## src/logic/pep_pkg.sv

```systemverilog
// Constants and types shared by the port E pin block.
// Assumes a 32-bit AHB-Lite register bus and one core clock.
package pep_pkg;

  // ----------------------------------------------------------------
  // Register map (byte addresses)
  // ----------------------------------------------------------------
  localparam logic [31:0] PEP_OFF_PIN_VALUES  = 32'h0000_0000; // Pin values
  localparam logic [31:0] PEP_OFF_OUT_LATCH   = 32'h0000_0004; // Output latch
  localparam logic [31:0] PEP_OFF_DIRECTION   = 32'h0000_0008; // Direction
  localparam logic [31:0] PEP_OFF_ANALOG_CFG  = 32'h0000_000c; // Analog pin config
  localparam logic [31:0] PEP_ADDR_MASK       = 32'h0000_000f; // Decoded offset bits

  // ----------------------------------------------------------------
  // Widths and field positions
  // ----------------------------------------------------------------
  localparam int          PEP_NUM_BIDIR       = 3;      // Bidirectional pins
  localparam int          PEP_REG_W           = 8;      // Register width
  localparam int          PEP_INONLY_POS      = 3;      // Input-only bit position
  localparam int          PEP_SEL_LSB         = 0;      // Analog select field LSB
  localparam int          PEP_SEL_MSB         = 3;      // Analog select field MSB
  localparam int          PEP_REF_LSB         = 4;      // Reference select LSB
  localparam int          PEP_REF_MSB         = 5;      // Reference select MSB
  localparam logic [7:0]  PEP_ANA_CFG_MASK    = 8'h3f;  // Implemented config bits

  // ----------------------------------------------------------------
  // Reset values
  // ----------------------------------------------------------------
  localparam logic [2:0]  PEP_LATCH_RST       = 3'h0;   // Latches cleared
  localparam logic [2:0]  PEP_DIR_RST         = 3'h7;   // All pins input
  localparam logic [7:0]  PEP_ANA_CFG_RST     = 8'h00;  // All channels analog

  // ----------------------------------------------------------------
  // Analog channel decode
  // ----------------------------------------------------------------
  localparam logic [4:0]  PEP_CHAN_BASE       = 5'h05;  // First channel number
  localparam logic [4:0]  PEP_CHAN_LIMIT      = 5'h0e;  // Channel analog if sel <= limit - ch

  // ----------------------------------------------------------------
  // AHB-Lite encodings
  // ----------------------------------------------------------------
  localparam logic [1:0]  PEP_HTRANS_NONSEQ   = 2'h2;   // Only transfer type used
  localparam logic        PEP_HRESP_OKAY      = 1'h0;   // Always OKAY

  // Synchronised external inputs, one bundle per stage
  typedef struct packed {
    logic       hvDetect;      // High-voltage detect comparator
    logic       masterClearCfg;// Master clear select configuration
    logic       fullPort;      // Full port package strap
    logic       inputOnly;     // Input-only pin level
    logic [2:0] bidir;         // Bidirectional pin levels
  } pep_pins_s;

endpackage

```

## src/logic/pep_port_e_pin_io.sv

```systemverilog
// Port E pin block: three bidirectional pins, one input-only pin,
// four registers on an AHB-Lite slave.
// Assumes all pin and configuration inputs are asynchronous to ref_clk.
//
// Behaviour
// RULE1: Bit 3 reads pin only with master clear off
// RULE2: Small package: only input-only bit, if enabled
// RULE3: Small package: bidir, latch, direction read zero
// RULE4: Direction 0 drives latch, analog mode irrelevant
// RULE5: Direction 1 samples pin; analog disables input
// RULE6: Reset leaves three pins as analog inputs
// RULE7: Software keeps analog pins set as inputs
// RULE8: No direction bit 3; pin always input
// RULE9: Master clear select makes pin reset input
// RULE10: High-voltage detect always active on pin
// RULE11: Writing pin register updates output latches
// RULE12: Bidir bits exist only on full port
// RULE13: Analog-selected pin reads zero
// RULE14: Direction 1 tristates, 0 drives latch
// RULE15: Latch register reads latched value, not pin
// RULE16: Pin inputs synchronised before reading
//
// Our own choices: the register offsets and the AHB-Lite interface to the registers.
`timescale 1ns/1ps

module pep_port_e_pin_io (
  // Clock and reset
  input  wire logic                ref_clk,
  input  wire logic                nrst,
  // AHB-Lite slave
  input  wire logic                hsel,
  input  wire logic [31:0]         haddr,
  input  wire logic [1:0]          htrans,
  input  wire logic                hwrite,
  input  wire logic [2:0]          hsize,
  input  wire logic [31:0]         hwdata,
  input  wire logic                hready,
  output logic                     hreadyout,
  output logic                     hresp,
  output logic [31:0]              hrdata,
  // Bidirectional pins
  input  wire logic [2:0]          pinIn,
  output logic [2:0]               pinOut,
  output logic [2:0]               pinOe_n,
  // Input-only pin and its side functions
  input  wire logic                inputOnlyPin,
  input  wire logic                hvDetectIn,
  output logic                     masterClearAssert,
  output logic                     progEntryDetect,
  // Configuration straps
  input  wire logic                masterClearSelectCfg,
  input  wire logic                fullPortCfg,
  // Analog converter channel enables (channels 5, 6, 7)
  output logic [2:0]               analogChanEn
);
  import pep_pkg::*;

  // ----------------------------------------------------------------
  // Declarations
  // ----------------------------------------------------------------
  logic [1:0]        rstPipe_q;     // Reset release synchroniser
  logic              rstSync_n;     // Synchronised reset
  pep_pins_s         syncA_q;       // First sync stage
  pep_pins_s         syncB_q;       // Second sync stage, used by logic
  pep_pins_s         pinsRaw;       // Raw input bundle
  logic [2:0]        latch_q;       // Output latch
  logic [2:0]        latch_d;
  logic [2:0]        dir_q;         // Direction, 1 = input
  logic [2:0]        dir_d;
  logic [7:0]        anaCfg_q;      // Analog pin config
  logic [7:0]        anaCfg_d;
  logic              dpWrite_q;     // Write data phase pending
  logic [31:0]       dpAddr_q;      // Data phase address
  logic [31:0]       hrdata_q;      // Registered read data
  logic              addrPhase;     // Address phase accepted
  logic              rdTake;        // Read accepted
  logic              wrPin;         // Data phase write to pin values
  logic              wrLatch;       // Data phase write to latch
  logic              wrDir;         // Data phase write to direction
  logic              wrAna;         // Data phase write to analog config
  logic              full;          // Full port variant
  logic [2:0]        analogSel;     // Pins in analog mode
  logic [2:0]        bidirRead;     // Bidir bits as read
  logic              inOnlyRead;    // Input-only bit as read
  logic [7:0]        pinValRead;    // Pin values register view
  logic [7:0]        latchRead;     // Latch register view
  logic [7:0]        dirRead;       // Direction register view
  logic [31:0]       rdMux;         // Selected read word

  // ----------------------------------------------------------------
  // Functions
  // ----------------------------------------------------------------
  // True when an address hits the given register offset
  function automatic logic hitReg(input logic [31:0] addr, input logic [31:0] off);
    hitReg = ((addr & ~PEP_ADDR_MASK) == 32'h0) && ((addr & PEP_ADDR_MASK) == off);
  endfunction

  // Analog mode of one channel from the select field
  function automatic logic chanAnalog(input logic [3:0] sel, input logic [4:0] chan);
    logic [4:0] lim;
    lim = PEP_CHAN_LIMIT - chan;
    chanAnalog = ({1'b0, sel} <= lim);
  endfunction

  // ----------------------------------------------------------------
  // Reset synchroniser
  // ----------------------------------------------------------------
  // Assert at once, release after two edges
  always_ff @(posedge ref_clk or negedge nrst) begin
    if (!nrst) begin
      rstPipe_q <= 2'h0;
    end else begin
      rstPipe_q <= {rstPipe_q[0], 1'b1};
    end
  end
  assign rstSync_n = rstPipe_q[1];

  // ----------------------------------------------------------------
  // Input synchronisers
  // ----------------------------------------------------------------
  assign pinsRaw = '{hvDetect:       hvDetectIn,
                     masterClearCfg: masterClearSelectCfg,
                     fullPort:       fullPortCfg,
                     inputOnly:      inputOnlyPin,
                     bidir:          pinIn};

  // Two flops; only the second stage feeds logic
  always_ff @(posedge ref_clk or negedge rstSync_n) begin
    if (!rstSync_n) begin
      syncA_q <= '0;
      syncB_q <= '0;
    end else begin
      syncA_q <= pinsRaw;                                     // RULE16
      syncB_q <= syncA_q;                                     // RULE16
    end
  end
  assign full = syncB_q.fullPort;

  // ----------------------------------------------------------------
  // Bus decode
  // ----------------------------------------------------------------
  assign addrPhase = hsel && hready && (htrans == PEP_HTRANS_NONSEQ);
  assign rdTake    = addrPhase && !hwrite;
  assign wrPin     = dpWrite_q && hitReg(dpAddr_q, PEP_OFF_PIN_VALUES);
  assign wrLatch   = dpWrite_q && hitReg(dpAddr_q, PEP_OFF_OUT_LATCH);
  assign wrDir     = dpWrite_q && hitReg(dpAddr_q, PEP_OFF_DIRECTION);
  assign wrAna     = dpWrite_q && hitReg(dpAddr_q, PEP_OFF_ANALOG_CFG);

  // Register next values; small package ignores latch/direction writes
  assign latch_d  = (full && (wrPin || wrLatch)) ? hwdata[2:0] : latch_q;  // RULE11 RULE3
  assign dir_d    = (full && wrDir) ? hwdata[2:0] : dir_q;                 // RULE8 RULE3
  assign anaCfg_d = wrAna ? (hwdata[7:0] & PEP_ANA_CFG_MASK) : anaCfg_q;

  // Address phase capture
  always_ff @(posedge ref_clk or negedge rstSync_n) begin
    if (!rstSync_n) begin
      dpWrite_q <= 1'b0;
      dpAddr_q  <= 32'h0;
    end else begin
      dpWrite_q <= addrPhase && hwrite;
      dpAddr_q  <= addrPhase ? haddr : dpAddr_q;
    end
  end

  // ----------------------------------------------------------------
  // Port registers
  // ----------------------------------------------------------------
  // Latch, direction and analog config
  always_ff @(posedge ref_clk or negedge rstSync_n) begin
    if (!rstSync_n) begin
      latch_q  <= PEP_LATCH_RST;
      dir_q    <= PEP_DIR_RST;
      anaCfg_q <= PEP_ANA_CFG_RST;                            // RULE6
    end else begin
      latch_q  <= latch_d;
      dir_q    <= dir_d;
      anaCfg_q <= anaCfg_d;
    end
  end

  // ----------------------------------------------------------------
  // Analog select and pin drive
  // ----------------------------------------------------------------
  // Channels 5, 6, 7 map to pins 0, 1, 2
  generate
    for (genvar k = 0; k < PEP_NUM_BIDIR; k++) begin : g_chan
      assign analogSel[k] = full &&
        chanAnalog(anaCfg_q[PEP_SEL_MSB:PEP_SEL_LSB], PEP_CHAN_BASE + 5'(k)); // RULE6
    end
  endgenerate
  assign analogChanEn = analogSel;

  // Output enable low drives; analog mode does not touch the driver
  assign pinOe_n = ~(~dir_q & {3{full}});                     // RULE4 RULE14 RULE7
  assign pinOut  = latch_q & {3{full}};                       // RULE4

  // ----------------------------------------------------------------
  // Input-only pin functions
  // ----------------------------------------------------------------
  // Active-low reset input when selected
  assign masterClearAssert = syncB_q.masterClearCfg && !syncB_q.inputOnly; // RULE9
  // Detection stays live whatever the pin mode
  assign progEntryDetect   = syncB_q.hvDetect;                // RULE10

  // ----------------------------------------------------------------
  // Read views
  // ----------------------------------------------------------------
  // Pin bits read zero when analog or absent
  assign bidirRead  = syncB_q.bidir & ~analogSel & {3{full}}; // RULE5 RULE13 RULE12
  // Input-only bit only without master clear
  assign inOnlyRead = syncB_q.inputOnly && !syncB_q.masterClearCfg;   // RULE1 RULE2
  assign pinValRead = {4'h0, inOnlyRead, bidirRead};
  // Latch view is the latch itself, never the pin
  assign latchRead  = {5'h00, latch_d & {3{full}}};           // RULE15 RULE3
  assign dirRead    = {5'h00, dir_d & {3{full}}};             // RULE8 RULE3

  // Read mux; post-write values forward a pending write
  assign rdMux = hitReg(haddr, PEP_OFF_PIN_VALUES) ? {24'h0, pinValRead} :
                 hitReg(haddr, PEP_OFF_OUT_LATCH)  ? {24'h0, latchRead}  :
                 hitReg(haddr, PEP_OFF_DIRECTION)  ? {24'h0, dirRead}    :
                 hitReg(haddr, PEP_OFF_ANALOG_CFG) ? {24'h0, anaCfg_d}   :
                 32'h0;

  // Read data held until the next read
  always_ff @(posedge ref_clk or negedge rstSync_n) begin
    if (!rstSync_n) begin
      hrdata_q <= 32'h0;
    end else begin
      hrdata_q <= rdTake ? rdMux : hrdata_q;
    end
  end

  // Zero wait states, always OKAY
  assign hrdata    = hrdata_q;
  assign hreadyout = 1'b1;
  assign hresp     = PEP_HRESP_OKAY;
endmodule

```

## config.mk

```make
export PLATFORM = sky130hd
export DESIGN_NAME = pep_port_e_pin_io
export DESIGN_NICKNAME = d
export VERILOG_FILES = /design/src/logic/pep_pkg.sv /design/src/logic/pep_port_e_pin_io.sv
export SDC_FILE = /design/constraint.sdc
export NUM_CORES = 1
export LEC_CHECK = 0
export ABC_AREA = 1
export BUFFER_PORTS_ARGS = -buffer_cell sky130_fd_sc_hd__buf_4
export CAP_MARGIN = 20
export CORE_ASPECT_RATIO = 0.6
export CORE_UTILIZATION = 44
export CTS_CLUSTER_SIZE = 30
export DETAILED_ROUTE_END_ITERATION = 10
export PLACE_DENSITY = 0.72
export SLEW_MARGIN = 20
export SYNTH_ARGS = -nofsm -noshare
export SYNTH_HDL_FRONTEND = slang
export SYNTH_SLANG_ARGS = --single-unit
```

## constraint.sdc

```tcl
create_clock -name ref_clk -period 2.4 [get_ports ref_clk]
set_clock_uncertainty 0.1 [all_clocks]
set_input_delay 0.12 -clock ref_clk [delete_from_list [all_inputs] [get_ports ref_clk]]
set_output_delay 0.12 -clock ref_clk [all_outputs]
set_load 0.03 [all_outputs]
```

# [Word level (Yosys, flattened, before mapping)]
# Index checks and enable logic that the tools add are counted.
[totals] ff_bits=95 output_inout_bits=45
[classes] order_cmp=3 n_eq_ne=7 muxes=7 bitwise=9 n_reduce_logical=31
[op_table] cell="logical NOT 32 bit" n=4
[op_table] cell="2-to-1 mux 32 bit" n=3
[op_table] cell="logical AND 1 bit" n=23
[op_table] cell="bitwise AND 3 bit" n=6
[op_table] cell="== test 4 bit, second input constant" n=4
[op_table] cell="2-to-1 mux 8 bit" n=2
[op_table] cell="inverter 3 bit" n=3
[op_table] cell="== test 4 x 3 -> 1 bit, second input constant" n=2
[op_table] cell="<= comparator 4 bit, second input constant" n=2
[op_table] cell="2-to-1 mux 3 bit" n=2
[op_table] cell="<= comparator 4 x 3 -> 1 bit, second input constant" n=1
[op_table] cell="logical NOT 1 bit" n=3
[op_table] cell="== test 2 bit, second input constant" n=1
[op_table] cell="logical OR 1 bit" n=1

# [Logic depth before layout (Yosys ltp)]
[depth] word_depth=9 depth_mapped=13 depth_no_buf=12

# [Least setup slack after synthesis]
# OpenSTA, ideal clock, no wires.
[synth_timing] path_type="register to register" start="reg syncB_q, in the netlist full" end="reg hrdata_q[1], in the netlist hrdata[1]" setup_time_ns=0.120 arrival_ns=1.907 setup_slack_ns=0.273 path_stages_with_launch=10 path_buffers=0 cell_sequence="dfrtp_1 > inv_1 > nor2_1 > a31oi_1 > a21oi_1 > nor2_1 > o21ai_0 > inv_2 > o21ai_1 > nand2_1"
[synth_via] word_cells_on_any_way=13 classes_between="mux: 5; bitwise: 5; reduce/logical: 3"
[synth_lines] element="start: declaration" line_no="pep_port_e_pin_io.sv:64" rtl="pep_pins_s syncB_q;"
[synth_lines] element="start signal: assignment" line_no="pep_port_e_pin_io.sv:134" rtl="syncB_q <= syncA_q;"
[synth_lines] element="logical AND 1 bit" line_no="pep_port_e_pin_io.sv:187" rtl="assign analogSel[k] = full &&"
[synth_lines] element="net analogChanEn[1]" line_no="pep_port_e_pin_io.sv:54" rtl="output logic [2:0] analogChanEn"
[synth_lines] element="inverter 3 bit" line_no="pep_port_e_pin_io.sv:209" rtl="assign bidirRead = syncB_q.bidir & ~analogSel & {3{full}};"
[synth_lines] element="bitwise AND 3 bit (2 in a row)" line_no="pep_port_e_pin_io.sv:209"
[synth_lines] element="2-to-1 mux 32 bit" line_no="pep_port_e_pin_io.sv:218" rtl="assign rdMux = hitReg(haddr, PEP_OFF_PIN_VALUES) ? {24'h0, pinValRead} :"
[synth_lines] element="end signal: assignment" line_no="pep_port_e_pin_io.sv:229" rtl="hrdata_q <= rdTake ? rdMux : hrdata_q;"
[synth_lines] element="end: declaration" line_no="pep_port_e_pin_io.sv:74" rtl="logic [31:0] hrdata_q;"
# The timed path passes the listed nets, and every way through them passes these cells.
# A chain may end at the register's enable or synchronous reset.

# [Final worst setup path]
[layout_timing] start="reg syncB_q, in the netlist full" end="out analogChanEn[1]"
[layout_via] elab_chain_cells=1
[layout_rtl] element="logical AND 1 bit" line_no="pep_port_e_pin_io.sv:187"
[layout_rtl] element="end: declaration" line_no="pep_port_e_pin_io.sv:54"
# No other way between the ends.

==> metrics.md <==
| Metric | Value |
|---|---|
| Critical path's slowest cell | dfrtp_1 |
| Total Wirelength | 7.80 mm |
| Final hold vios | 0 |
| Reg clk slew, reported paths | 0.06 ns |
| R2R Path Start | full$_DFF_PN0_ |
| Post-CTS Setup Bufs | 0 |
| RSZ-0062 raised after global routing | no |
| Most common cell in the netlist | nand2_1 |
| H-tree levels | 3 |
| Worst EP required | 2.18 ns |
| Synth top cells by count | nand2_1, dfrtp_1, nor2_1 |
| Core Box Area | 0.00727 mm² |
| Crit-path cells | inv_1, nor2_1, a31oi_1, a21oi_1, buf_4 |
| Maximum vdd drop | 0.370 mV |
| Register area | 0.00178 mm² |
| Slew margin rel. | 58.5% |
| Cts bufs inserted | 9 |
| Routed len/inst | 12.1 µm |
| Crit path buf inv count | 2 |
| CP max FO | 12 |
| Syn Area/Cell | 7.94 µm² |
| Synth Instances | 418 |
| Hold WC Path Type | in -> reg |
| Cell count of the worst reg-to-reg path | 8 |
| Num rows | 24 |
| FMAX | 499 MHz |
| Ant. Diodes | 0 |
| Initial cell density of the core | 45.7% |
| Pin count of the biggest net entering global routing | 44 |
| R2R Setup Slk | 0.44 ns |
| Type of origin of the critical path | flop |
| Reg2reg end | hrdata[0]$_DFFE_PN0P_ |
| Routability Congestion | 0.834 |
| First-pass GRT wire length | 13.2 mm |
| Fill count | 618 |
| Width of the die | 114 µm |
| Hold Crit Start | haddr[1] |
| Die area | 0.00791 mm² |
| DRT antenna net count | 0 |
| Final Max Tran Viols | 0 |
| Syn. warnings | 0 |
| Critical path class | reg -> out |
| Met1 usage | 30.6% |
| Endpoint class of the critical path | output port |
| DRC | 0 |
| Ys async rst share | 100% |
| Layout area overhead | 40.4% |
| Leak Pwr | 2.51 nW |
| Critical path data arrival time | 1.78 ns |
| #FFs+latches synth | 71 |
| Hold path depth | 3 |
| Nets | 619 |
| HPWL Detailed | 5.43 mm |
| Final setup violation count | 0 |
| Final critical-path required period | 2.00 ns |
| Hold EP | dpAddr_q[1]$_DFFE_PN0P_ |
| CTS tree | built |
| Area post-placement | 0.00387 mm² |
| Dpl ws | 0.466 ns |
| Most used DFF post-synth | dfrtp_1 |
| Vias in the first global route | 2866 |
| Worst Max-Slew Pin Slew | 0.622 ns |
| First-pass iteration count of the detailed router | 6 |
| Total gr overflow | 0 |
| Starting DRT DRC Count | 170 |
| Pwr Density | 709 mW/mm² |
| TNS Setup | 0 ns |
| Fin crit share | 83.5% |
| Initial antenna violation count | 0 |
| CTS Sinks | 71 |
| Final WS setup | 0.395 ns |
| Multi-input logic area | 0.00120 mm² |
| Status | finished clean |
| Max Cap Viol | 0 |
| Crit-path max cell delay | 0.59 ns |
| Gr usage total | 22.0% |
| EDFF count, synth | 0 |
| Vias | 2864 |
| Top-area cell type share of the netlist area | 51.2% |
| Largest cells by area after synthesis | dfrtp_1, nand2_1, buf_4 |
| Synth unique cells | 26 |
| Final instance area | 0.00466 mm² |
| Sequential element share of the synthesized area | 53.6% |
| DR vias/cell | 4.43 |
| Top delay family on crit path | flip-flops |
| IO Port Bufs | 70 |
| Clock root buffer | clkbuf_16 |
| Layout cell share with drive strength beyond 1 | 19.0% |
| Met2 Use GR | 32.2% |
| Yosys top cell by area | dfrtp_1 |
| Gr busiest metal | met2 |
| Syn Std Cell Area | 0.00332 mm² |
| Boundary Pins | 126 |
| Clk buf depth | 2 |
| Die height | 69.3 µm |
| Clock Latency Late Sink | 0.33 ns |
| GRT met3 Usage | 7.87% |
power breakdown:
group          internal (W)  switching, W
logic              0.000194      0.000265
registers           0.00132     0.0000708
clock network      0.000964      0.000495
worst max-delay path by stage:
stage                      startpoint                    end  slack, ns  cells past startpoint
6_report               full$_DFF_PN0_        analogChanEn[1]       0.40                      5
5_1_grt                full$_DFF_PN0_  hrdata[1]$_DFFE_PN0P_       0.19                      8
4_1_cts                full$_DFF_PN0_        analogChanEn[1]       0.41                      5
3_5_place_dp           full$_DFF_PN0_  hrdata[2]$_DFFE_PN0P_       0.47                      8
3_3_place_gp           full$_DFF_PN0_  hrdata[2]$_DFFE_PN0P_       0.49                      8
2_1_floorplan  rstPipe_q[1]$_DFF_PN0_  anaCfg_q[0]$_DFF_PN0_       0.18                      0
layout by cell type, fill, tap and decap left out, drive strengths merged:
cell type and instances:
nor2 52, bufinv 2, nand3 21, a21oi 1, and2 6, buf 74
o221ai 1, conb 27, clkbuf 11, nand4 1, nand2 147, dfrtp 68
nor3 3, a31oi 1, clkinv 1, o21ai 26, dlygate4sd3 46, clkinvlp 2
inv 49, and3 1, dfstp 3
cell type report:
class                      instances  area share [%]
multi-input combinational        287            25.8
inverter                          49            3.95
clock inverter                     5            1.72
sequential                        71            38.2
clock buffer                      11            5.42
tap                              104            2.79
timing repair buffer             120            22.1
timing repair:
action / in CTS / in global routing
gates resized for setup: 0 / 0
hold buffers: 46 / 0
hold endpoints to repair: 47 / 0
endpoints found under the setup margin: 0 / 0
tightest hold or removal path: cells and delay by family:
| kind | cells | cell delay, ns |
|---|---|---|
| AOI/OAI and AO/OA | 1 | 0.10 |
| buffers and inverters | 2 | 0.17 |
registers in the layout (all words and copies together), names as in the netlist:
signal,count
dpWrite_q,1
hrdata,8
dpAddr_q,32
syncA_q,7
latch_q,3
anaCfg_q,8
dir_q,3
syncB_q,5
rstPipe_q,2
progEntryDetect,1
full,1
layer usage:
metal	up-vias	wire length [µm]
met5	-	0
met2	92	3410
met4	0	133
met1	1303	3800
met3	18	462
li1	1451	-
through the flow:
stage	total power (W)	hold slack [ns]	util, %	instances
6_report	0.00330	0.0189	64.1	647
5_1_grt	0.00345	0.0284	64.1	647
4_1_cts	0.00332	0.0129	64.1	647
3_5_place_dp	0.00180	-0.196	53.2	585
3_3_place_gp	0.00178	-0.197	53.2	585
2_1_floorplan	0.00167	-0.276	-	443
cell families (layout without fill, tap and decap cells):
group / Yosys count / after routing / synth area share (%)
compound gates: 29 / 29 / 4.52
buf+inv: 85 / 185 / 13.0
flops: 71 / 71 / 53.6
other cells: 2 / 27 / 0.226
simple gates: 231 / 231 / 28.7
Power figures use the tool's default switching activity.
